$ cat config.mk
export PLATFORM = sky130hd
export DESIGN_NAME = ims_segment_master
export DESIGN_NICKNAME = d
export VERILOG_FILES = /design/src/inc/ims_pkg.sv /design/src/ims_pair_buffer.sv /design/src/ims_segment_master.sv
export SDC_FILE = /design/constraint.sdc
export NUM_CORES = 1
export LEC_CHECK = 0
export ABC_AREA = 1
export BUFFER_PORTS_ARGS = -buffer_cell sky130_fd_sc_hd__buf_2
export CORE_MARGIN = 8
export CORE_UTILIZATION = 45
export DETAILED_ROUTE_END_ITERATION = 12
export PLACE_DENSITY = 0.66
export SYNTH_ARGS = -nofsm -noshare
export SYNTH_HDL_FRONTEND = slang
export SYNTH_SLANG_ARGS = --single-unit
$ cat constraint.sdc
create_clock -name CLK_I -period 6.15 [get_ports CLK_I]
set_input_delay 0.9225 -clock CLK_I [delete_from_list [all_inputs] [get_ports CLK_I]]
set_output_delay 0.9225 -clock CLK_I [all_outputs]
set_load 0.03 [all_outputs]
$ cat src/inc/ims_pkg.sv
// Shared constants and types of the two-wire master segment engine.
package ims_pkg;
    // Command bit positions in the segment command register.
    localparam int CMD_START = 0;
    localparam int CMD_SEND = 1;
    localparam int CMD_RECV = 2;
    localparam int CMD_STOP = 3;
    localparam logic [3:0] CMD_RST = 4'h0;
    // Status flag positions in the bus status register.
    localparam int FLG_CMDFIN = 0;
    localparam int FLG_TXFIN = 1;
    localparam int FLG_RXFIN = 2;
    localparam int FLG_NACK = 3;
    localparam logic [3:0] FLG_RST = 4'h0;
    // Controller function select value that enables the two-wire master.
    localparam logic [2:0] MODE_I2C = 3'h3;
    localparam logic [7:0] DATA_RST = 8'h00;
    // Bus timing: one quarter of an SCL period at 100 kbit/s.
    localparam int CLK_NS = 8;
    localparam int QTR_NS = 2500;
    localparam int QTR_CYCLES = (QTR_NS + CLK_NS - 1) / CLK_NS;
    localparam int CNT_W = 16;
    // Depth of the receive character buffer.
    localparam int RXBUF_DEPTH = 2;
    typedef enum logic [1:0] {ST_IDLE, ST_START, ST_BIT, ST_STOP} ims_state_type;
endpackage

$ cat src/ims_pair_buffer.sv
// Small shift-style FIFO with valid and ready on both sides.
`timescale 1ns/1ps
module ims_pair_buffer #(
    parameter int WIDTH = 8,
    parameter int DEPTH = 2
) (
    input wire logic clk_i,
    input wire logic rstn_i,
    input wire logic in_valid_i,
    output logic in_ready_o,
    input wire logic [WIDTH-1:0] in_data_i,
    output logic out_valid_o,
    input wire logic out_ready_i,
    output logic [WIDTH-1:0] out_data_o
);
    localparam int CW = $clog2(DEPTH + 1);
    logic [WIDTH-1:0] mem_r [DEPTH];
    logic [DEPTH-1:0] vld_r;
    logic [CW-1:0] cnt_r;
    logic [CW-1:0] cnt_nxt;
    logic [CW-1:0] wpos;
    logic push;
    logic pop;

    // Entry zero is always the head, so the outputs come straight from flops.
    assign push = in_valid_i && !vld_r[DEPTH-1];
    assign pop = vld_r[0] && out_ready_i;
    assign wpos = pop ? cnt_r - CW'(1) : cnt_r;
    assign cnt_nxt = cnt_r + CW'(push) - CW'(pop);
    assign in_ready_o = !vld_r[DEPTH-1];
    assign out_valid_o = vld_r[0];
    assign out_data_o = mem_r[0];

    // Storage moves down on a pop; a push lands behind the last live entry.
    always_ff @(posedge clk_i or negedge rstn_i) begin
        if (!rstn_i) begin
            cnt_r <= '0;
            vld_r <= '0;
            for (int i = 0; i < DEPTH; i++) begin
                mem_r[i] <= '0;
            end
        end else begin
            cnt_r <= cnt_nxt;
            for (int i = 0; i < DEPTH; i++) begin
                vld_r[i] <= (CW'(i) < cnt_nxt);
                if (push && CW'(i) == wpos) begin
                    mem_r[i] <= in_data_i;
                end else if (pop && i < DEPTH - 1) begin
                    mem_r[i] <= mem_r[i+1];
                end
            end
        end
    end
endmodule

$ cat src/ims_segment_master.sv
// Two-wire bus master that generates start, transmit, receive and stop segments.
// Functional notes
// - One command bit launches each bus segment.
// - Start bit issues start or repeated start.
// - Send shifts eight bits MSB first, samples acknowledge.
// - Receive clocks in a byte, drives acknowledge.
// - Stop bit issues a stop condition.
// - No command bit means bus left untouched.
// - Receive acknowledge level follows ack select.
// - One shared character register for both directions.
// - Start and stop bits self-clear when done.
// - Start or stop completion sets command-finished flag.
// - Send bit clears and transmit-finished flag sets.
// - Receive bit clears, receive-finished flag sets.
// - Transmit records slave NACK or ACK.
// - SCL and SDA are open-drain outputs.
// - Single master, enabled by function select three.
`timescale 1ns/1ps
module ims_segment_master #(
    parameter int QTR_CYCLES_P = ims_pkg::QTR_CYCLES
) (
    input wire logic CLK_I,
    input wire logic RSTN_I,
    input wire logic [2:0] MODE_I,
    input wire logic [3:0] CMD_SET_I,
    output logic [3:0] CMD_O,
    input wire logic ACK_SELECT_I,
    input wire logic [3:0] FLAG_CLR_I,
    output logic [3:0] FLAGS_O,
    input wire logic DATA_WR_I,
    input wire logic [7:0] DATA_I,
    output logic [7:0] DATA_O,
    output logic RX_VALID_O,
    input wire logic RX_READY_I,
    output logic [7:0] RX_DATA_O,
    output logic BUSY_O,
    input wire logic SCL_I,
    output logic SCL_O,
    output logic SCL_OE_O,
    input wire logic SDA_I,
    output logic SDA_O,
    output logic SDA_OE_O
);
    ims_pkg::ims_state_type state_r;
    logic [ims_pkg::CNT_W-1:0] cnt_r;
    logic [1:0] phase_r;
    logic [3:0] bit_idx_r;
    logic [8:0] shift_r;
    logic [8:0] rx_shift_r;
    logic is_tx_r;
    logic is_rx_r;
    logic ack_sel_r;
    logic [3:0] cmd_r;
    logic [3:0] flag_r;
    logic [7:0] char_r;
    logic scl_oe_r;
    logic sda_oe_r;
    logic scl_oe_nxt;
    logic sda_oe_nxt;
    logic scl_s1_r;
    logic scl_s2_r;
    logic sda_s1_r;
    logic sda_s2_r;
    logic need_high;
    logic adv;
    logic done;
    logic launch;
    logic mode_ok;
    logic one_cmd;
    logic buf_ready;
    logic rx_push;
    logic busy_r;

    // Pins come from the bus and pass two flops before any logic reads them.
    always_ff @(posedge CLK_I or negedge RSTN_I) begin
        if (!RSTN_I) begin
            scl_s1_r <= 1'b1;
            scl_s2_r <= 1'b1;
            sda_s1_r <= 1'b1;
            sda_s2_r <= 1'b1;
        end else begin
            scl_s1_r <= SCL_I;
            scl_s2_r <= scl_s1_r;
            sda_s1_r <= SDA_I;
            sda_s2_r <= sda_s1_r;
        end
    end

    // Bit phases 1 and 2 and start or stop phase 1 end only once SCL really reads high, which honours slave clock stretching.
    assign need_high = (state_r == ims_pkg::ST_BIT && (phase_r == 2'h1 || phase_r == 2'h2)) ||
        ((state_r == ims_pkg::ST_START || state_r == ims_pkg::ST_STOP) && phase_r == 2'h1);
    assign adv = (state_r != ims_pkg::ST_IDLE) && (cnt_r == ims_pkg::CNT_W'(QTR_CYCLES_P - 1)) &&
        !(need_high && !scl_s2_r);
    assign done = adv && phase_r == 2'h3 && (state_r != ims_pkg::ST_BIT || bit_idx_r == 4'h8);
    assign mode_ok = (MODE_I == ims_pkg::MODE_I2C);
    assign one_cmd = $onehot(cmd_r);
    // A receive waits for buffer room so that a stalled reader never loses a character.
    assign launch = (state_r == ims_pkg::ST_IDLE) && mode_ok && one_cmd &&
        (!cmd_r[ims_pkg::CMD_RECV] || buf_ready);
    assign rx_push = done && is_rx_r;

    // Segment sequencer: four quarter-period phases per start, stop or bit.
    always_ff @(posedge CLK_I or negedge RSTN_I) begin
        if (!RSTN_I) begin
            state_r <= ims_pkg::ST_IDLE;
            cnt_r <= '0;
            phase_r <= 2'h0;
            bit_idx_r <= 4'h0;
            is_tx_r <= 1'b0;
            is_rx_r <= 1'b0;
            ack_sel_r <= 1'b0;
        end else if (launch) begin
            cnt_r <= '0;
            phase_r <= 2'h0;
            bit_idx_r <= 4'h0;
            is_tx_r <= cmd_r[ims_pkg::CMD_SEND];
            is_rx_r <= cmd_r[ims_pkg::CMD_RECV];
            ack_sel_r <= ACK_SELECT_I;
            if (cmd_r[ims_pkg::CMD_START]) begin
                state_r <= ims_pkg::ST_START;
            end else if (cmd_r[ims_pkg::CMD_STOP]) begin
                state_r <= ims_pkg::ST_STOP;
            end else begin
                state_r <= ims_pkg::ST_BIT;
            end
        end else if (state_r != ims_pkg::ST_IDLE) begin
            if (!adv) begin
                if (cnt_r != ims_pkg::CNT_W'(QTR_CYCLES_P - 1)) begin
                    cnt_r <= cnt_r + 1'b1;
                end
            end else begin
                cnt_r <= '0;
                phase_r <= phase_r + 2'h1;
                if (done) begin
                    state_r <= ims_pkg::ST_IDLE;
                end else if (phase_r == 2'h3) begin
                    bit_idx_r <= bit_idx_r + 4'h1;
                end
            end
        end
    end

    // Shift out MSB first, then the acknowledge slot; sample SDA late in the high phase.
    always_ff @(posedge CLK_I or negedge RSTN_I) begin
        if (!RSTN_I) begin
            shift_r <= 9'h1FF;
            rx_shift_r <= 9'h000;
        end else if (launch) begin
            if (cmd_r[ims_pkg::CMD_SEND]) begin
                shift_r <= {char_r, 1'b1};
            end else begin
                shift_r <= {8'hFF, !ACK_SELECT_I};
            end
        end else if (state_r == ims_pkg::ST_BIT && adv) begin
            if (phase_r == 2'h2) begin
                rx_shift_r <= {rx_shift_r[7:0], sda_s2_r};
            end
            if (phase_r == 2'h3) begin
                shift_r <= {shift_r[7:0], 1'b1};
            end
        end
    end

    // Line drive targets; a set enable pulls the wire low, released lines float high.
    always_comb begin
        scl_oe_nxt = scl_oe_r;
        sda_oe_nxt = sda_oe_r;
        case (state_r)
            ims_pkg::ST_START: begin
                case (phase_r)
                    2'h0: sda_oe_nxt = 1'b0;
                    2'h1: scl_oe_nxt = 1'b0;
                    2'h2: sda_oe_nxt = 1'b1;
                    default: scl_oe_nxt = 1'b1;
                endcase
            end
            ims_pkg::ST_STOP: begin
                case (phase_r)
                    2'h0: begin
                        scl_oe_nxt = 1'b1;
                        sda_oe_nxt = 1'b1;
                    end
                    2'h1: scl_oe_nxt = 1'b0;
                    default: sda_oe_nxt = 1'b0;
                endcase
            end
            ims_pkg::ST_BIT: begin
                case (phase_r)
                    2'h0: begin
                        scl_oe_nxt = 1'b1;
                        sda_oe_nxt = !shift_r[8];
                    end
                    2'h3: scl_oe_nxt = 1'b1;
                    default: scl_oe_nxt = 1'b0;
                endcase
            end
            default: begin
                scl_oe_nxt = scl_oe_r;
                sda_oe_nxt = sda_oe_r;
            end
        endcase
    end

    // Open-drain pins: the data value is held low and only the enables move.
    always_ff @(posedge CLK_I or negedge RSTN_I) begin
        if (!RSTN_I) begin
            scl_oe_r <= 1'b0;
            sda_oe_r <= 1'b0;
        end else begin
            scl_oe_r <= scl_oe_nxt;
            sda_oe_r <= sda_oe_nxt;
        end
    end

    // Command bits: software sets them, the engine clears all of them when a segment finishes, except a bit set in that same cycle.
    always_ff @(posedge CLK_I or negedge RSTN_I) begin
        if (!RSTN_I) begin
            cmd_r <= ims_pkg::CMD_RST;
        end else if (done) begin
            cmd_r <= ims_pkg::CMD_RST | CMD_SET_I;
        end else begin
            cmd_r <= cmd_r | CMD_SET_I;
        end
    end

    // Sticky completion flags; a completion in the clearing cycle wins.
    always_ff @(posedge CLK_I or negedge RSTN_I) begin
        if (!RSTN_I) begin
            flag_r <= ims_pkg::FLG_RST;
        end else begin
            flag_r[ims_pkg::FLG_CMDFIN] <= (flag_r[ims_pkg::FLG_CMDFIN] && !FLAG_CLR_I[ims_pkg::FLG_CMDFIN]) ||
                (done && !is_tx_r && !is_rx_r);
            flag_r[ims_pkg::FLG_TXFIN] <= (flag_r[ims_pkg::FLG_TXFIN] && !FLAG_CLR_I[ims_pkg::FLG_TXFIN]) ||
                (done && is_tx_r);
            flag_r[ims_pkg::FLG_RXFIN] <= (flag_r[ims_pkg::FLG_RXFIN] && !FLAG_CLR_I[ims_pkg::FLG_RXFIN]) ||
                rx_push;
            if (done && is_tx_r) begin
                flag_r[ims_pkg::FLG_NACK] <= rx_shift_r[0];
            end else begin
                flag_r[ims_pkg::FLG_NACK] <= flag_r[ims_pkg::FLG_NACK] && !FLAG_CLR_I[ims_pkg::FLG_NACK];
            end
        end
    end

    // Shared character register; writes are ignored while a segment runs.
    always_ff @(posedge CLK_I or negedge RSTN_I) begin
        if (!RSTN_I) begin
            char_r <= ims_pkg::DATA_RST;
        end else if (rx_push) begin
            char_r <= rx_shift_r[8:1];
        end else if (DATA_WR_I && state_r == ims_pkg::ST_IDLE) begin
            char_r <= DATA_I;
        end
    end

    // Busy has its own flop, so the pin shows no glitch while the state register decodes.
    always_ff @(posedge CLK_I or negedge RSTN_I) begin
        if (!RSTN_I) begin
            busy_r <= 1'b0;
        end else begin
            busy_r <= launch || ((state_r != ims_pkg::ST_IDLE) && !done);
        end
    end

    ims_pair_buffer #(
        .WIDTH(8),
        .DEPTH(ims_pkg::RXBUF_DEPTH)
    ) u_rx_buf (
        .clk_i(CLK_I),
        .rstn_i(RSTN_I),
        .in_valid_i(rx_push),
        .in_ready_o(buf_ready),
        .in_data_i(rx_shift_r[8:1]),
        .out_valid_o(RX_VALID_O),
        .out_ready_i(RX_READY_I),
        .out_data_o(RX_DATA_O)
    );

    assign CMD_O = cmd_r;
    assign FLAGS_O = flag_r;
    assign DATA_O = char_r;
    assign BUSY_O = busy_r;
    assign SCL_OE_O = scl_oe_r;
    assign SDA_OE_O = sda_oe_r;
    assign SCL_O = 1'b0;
    assign SDA_O = 1'b0;

    chk_busy_onehot: assert property (@(posedge CLK_I) disable iff (!RSTN_I)
        (state_r != ims_pkg::ST_IDLE) |-> $onehot(cmd_r)) else $error("busy without one command bit");
    chk_idle_quiet: assert property (@(posedge CLK_I) disable iff (!RSTN_I)
        (state_r == ims_pkg::ST_IDLE) && (cmd_r == 4'h0) |=> $stable(scl_oe_r) && $stable(sda_oe_r))
        else $error("bus moved with no segment pending");
    chk_mode_gate: assert property (@(posedge CLK_I) disable iff (!RSTN_I)
        (state_r == ims_pkg::ST_IDLE) && !mode_ok |=> (state_r == ims_pkg::ST_IDLE))
        else $error("segment started outside two-wire mode");
    chk_cmd_fin: assert property (@(posedge CLK_I) disable iff (!RSTN_I)
        done && !is_tx_r && !is_rx_r |=> flag_r[ims_pkg::FLG_CMDFIN] && !BUSY_O)
        else $error("start or stop finished without flag");
    chk_tx_fin: assert property (@(posedge CLK_I) disable iff (!RSTN_I)
        $fell(cmd_r[ims_pkg::CMD_SEND]) |-> flag_r[ims_pkg::FLG_TXFIN]) else $error("send cleared without flag");
    chk_rx_fin: assert property (@(posedge CLK_I) disable iff (!RSTN_I)
        rx_push |=> flag_r[ims_pkg::FLG_RXFIN] && (char_r == $past(rx_shift_r[8:1])))
        else $error("receive finished without data or flag");
    chk_tx_msb: assert property (@(posedge CLK_I) disable iff (!RSTN_I)
        (state_r == ims_pkg::ST_BIT) && is_tx_r && bit_idx_r == 4'h0 && phase_r == 2'h2 |->
        sda_oe_r == !char_r[7]) else $error("first sent bit is not the MSB");
    chk_ack_drive: assert property (@(posedge CLK_I) disable iff (!RSTN_I)
        (state_r == ims_pkg::ST_BIT) && is_rx_r && bit_idx_r == 4'h8 && phase_r == 2'h2 |->
        sda_oe_r == ack_sel_r) else $error("receive acknowledge level wrong");
    chk_nack_rec: assert property (@(posedge CLK_I) disable iff (!RSTN_I)
        done && is_tx_r |=> flag_r[ims_pkg::FLG_NACK] == $past(rx_shift_r[0]))
        else $error("acknowledge of transmit not recorded");
    chk_start_edge: assert property (@(posedge CLK_I) disable iff (!RSTN_I)
        (state_r == ims_pkg::ST_START) && $rose(sda_oe_r) |-> !scl_oe_r) else $error("start without SCL high");
    chk_open_drain: assert property (@(posedge CLK_I) disable iff (!RSTN_I)
        done && (state_r == ims_pkg::ST_STOP) |=> !SCL_O && !SDA_O && !scl_oe_r && !sda_oe_r)
        else $error("lines not left to the pull-ups after stop");

    cov_start: cover property (@(posedge CLK_I) disable iff (!RSTN_I) done && state_r == ims_pkg::ST_START);
    cov_send: cover property (@(posedge CLK_I) disable iff (!RSTN_I) done && is_tx_r);
    cov_recv: cover property (@(posedge CLK_I) disable iff (!RSTN_I) rx_push);
    cov_stop: cover property (@(posedge CLK_I) disable iff (!RSTN_I) done && state_r == ims_pkg::ST_STOP);
endmodule

==> impl_metrics.yaml <==
clock_tree:
  hold_buffers: 0
  clk-insertion-delay-late_ns: 0.36
  post_cts_buffers: 0
  cts_buffers: 9
  tritoncts: "done"
  h-tree-depth: 3
  clock_sinks: 86
  post_cts_resize_count: 0
  cts.path.max_buffers: 2
  root_buffer: "clkbuf_8"
  path_clk_slew_ns: 0.09
critical_path:
  arrival_ns: 3.18
  startpoint: "CMD_O[1]"
  worstSetupPathDepth: 11
  cpPeakStageDelay_ns: 0.51
  worstPathBufferInverterCount: 3
  path_delay_family: "adder cells"
  r2r_slack_ns: 3.19
  cp_slowest_cell: "fa_1"
  worstSetupPathType: "reg2reg"
  timing.rr.start: "CMD_O[1]"
  cp_common_cell: "inv_1"
  worst-path-max-fanout: 12
  start_kind: "register"
  timing.rr.end: "cnt_r[12]"
  cp_cell_sequence: "inv_1, fa_1, inv_1, ha_1, ha_1, nor3_1, nand3_1, inv_1, nor2_1, nand2_1, o21ai_0"
  setup.worst_path.end_class: "register"
  critPathCapture: "cnt_r[12]"
  rr_worst_depth: 11
  required_ns: 6.37
sta:
  setup_viol: 0
  max_slew_margin: 0.548
  worst_pin_slew_ns: 0.678
  whs_ns: 0.358
  rsz0062_at_grt: "false"
  tns_ns: 0
  max_freq_mhz: 338
  finClkSkew_ns: 0.0202
  report.final.slew_viol_count: 0
  hold_violations: 0
  fin_crit_ns: 2.96
  timing.final.crit_share: 0.481
place:
  io_buffers: 53
  gp_routability_congestion: 0.903
  dp.cells: 750
  hpwl_um: 8280
  post_dp_cell_area_mm2: 0.00506
power:
  worst_ir_drop_vdd_mv: 0.179
  p_per_area_mw_per_mm2: 209
  total_power_w: 0.00110
  leakage_nw: 2.65
floorplanning:
  die_w_um: 119
  initial_core_util: 0.462
  die_y_um: 119
  io_pins: 56
  die_area_mm2: 0.0141
  num_rows: 37
  core_area_mm2: 0.0103
worst_hold_path:
  hp-class: "reg2reg"
flow_run:
  max-cap-violations: 0
global_route:
  grt-ovfl-total: 0
  grt_usage: 0.161
  antenna_found_initial: 0
  grt_pass1_wl_um: 18900
  grt_max_degree: 55
  grt_pass1_vias: 3899
run_status:
  status: "finished clean"
synthesis:
  ys_seq_area_frac: 0.456
  synth_top_area_cell: "dfrtp_1"
  netlist_area_mm2: 0.00475
  avgSynthCellArea_um2: 8.22
  synthCells: 578
  yosys-top-cells-area: "dfrtp_1 (38%), nand2_1 (11%), dfstp_2 (7.2%), nand3_1 (7.2%), inv_1 (5.6%)"
  yosysTopAreaCellShare: 0.384
  synth_cell_types: 37
  synth.ff_latch_count: 86
  yosysWarnings: 0
finish:
  final_cell_mix: "nand2_1 (137), dfrtp_1 (73), inv_1 (71)"
  finalNonFillerCells: 766
  nNetsFinal: 664
  drive_gt1_frac: 0.194
  mostFrequentLayoutCell: "nand2_1"
  syn2layout_area_growth_pct: 10.5
  insertedDiodeCount: 0
  stdcell_area_mm2: 0.00525
route:
  dr.pass1.iters: 4
  drt_iter0_drc: 258
  wl_per_cell_um: 14.3
  routed_wl_um: 10900
  via_per_inst: 5.03
  postRouteAntennaNets: 0
  drc: 0
  routed-via-count: 3853
## registers in the layout, indices dropped and copies added, names as in the netlist, 2 cells and up
name	cells
state_r	2
phase_r	2
cnt_r	16
rx_shift_r	9
u_rx_buf.out_data_o	8
u_rx_buf.cnt_r	2
DATA_O	8
u_rx_buf.mem_r	8
FLAGS_O	4
bit_idx_r	4
shift_r	9
CMD_O	4
## cells by family after synthesis
kind of cell	count (synthesis)	share of synthesized area
and+or+nand+nor	301	0.298
AOI/OAI and AO/OA	66	0.0898
buffers and inverters	95	0.0903
DFF	86	0.456
xor gates and xnor gates	16	0.0295
other	1	0.000789
adders and majority gates	13	0.0358
## per-stage QoR
| step | setup slack (ns) | util |
|---|---|---|
| 2_1_floorplan | 3.58 | - |
| 3_3_place_gp | 3.15 | 0.492 |
| 3_5_place_dp | 3.00 | 0.492 |
| 4_1_cts | 3.21 | 0.511 |
| 5_1_grt | 2.89 | 0.511 |
| 6_report | 3.19 | 0.511 |
## per-layer routing
layer,share of wire,wire length (µm),vias up,GRT usage
met3,0.033,358,6,0.0395
li1,-,-,1952,-
met4,0.0085,93,0,0.0411
met5,0,0,-,0
met2,0.48,5240,80,0.260
met1,0.48,5250,1815,0.211
## cells in the mapped netlist
library cell  count
o22a_1            5
nor2_8            1
dfstp_2          13
or2_2             1
o211ai_1          1
nand4_1          10
nand2_1         137
nor2_2            1
nand3_1          68
nor3_1           12
buf_6             3
nor2_4            5
buf_1             1
clkinv_1          1
clkbuf_1          1
xnor2_1           4
o21ai_1           2
inv_1            71
dfrtp_1          73
ha_1             12
xor2_1           12
buf_2             1
o21bai_1          6
fa_1              1
nand3_2           1
o21ai_2          16
nand2_2           4
nand3b_1          2
buf_4            13
inv_2             4
nor2_1           53
conb_1            1
o21ai_0          27
a21oi_1           9
nand2_4           2
nand4_2           1
nand4_4           3
## power breakdown
group          leakage, nW  switching, W  internal (W)
clock                0.101      0.000209      0.000173
sequential            1.05     0.0000136      0.000583
combinational         1.50     0.0000858     0.0000361
## worst min-delay path by stage
stage                         from  cells after the start  slack, ns        to
after global routing      scl_s1_r                      0       0.36  scl_s2_r
final                     sda_s1_r                      0       0.36  sda_s2_r
after detailed placement  scl_s1_r                      0       0.35  scl_s2_r
after global placement    scl_s1_r                      0       0.35  scl_s2_r
after floorplan           scl_s1_r                      0       0.35  scl_s2_r
after CTS                 sda_s1_r                      0       0.36  sda_s2_r
## worst register-to-register path, delay by kind of cell, from the launching register on
family          cells  cell delay [ns]
fa+ha+maj           3             0.97
buf+inv             3             0.56
simple gates        4             0.84
flops               1             0.38
compound gates      1             0.10
## final cells by class
| cell class | instances | area [µm²] |
|---|---|---|
| fill | 1000 | 5030 |
| sequential | 86 | 2170 |
| multi-input combinational | 398 | 2160 |
| inverter | 76 | 285 |
| timing repair buffer | 54 | 275 |
| tap | 136 | 170 |
| clock buffer | 11 | 151 |
| clock inverter | 5 | 42.5 |
(Power assumes the default switching activity.)
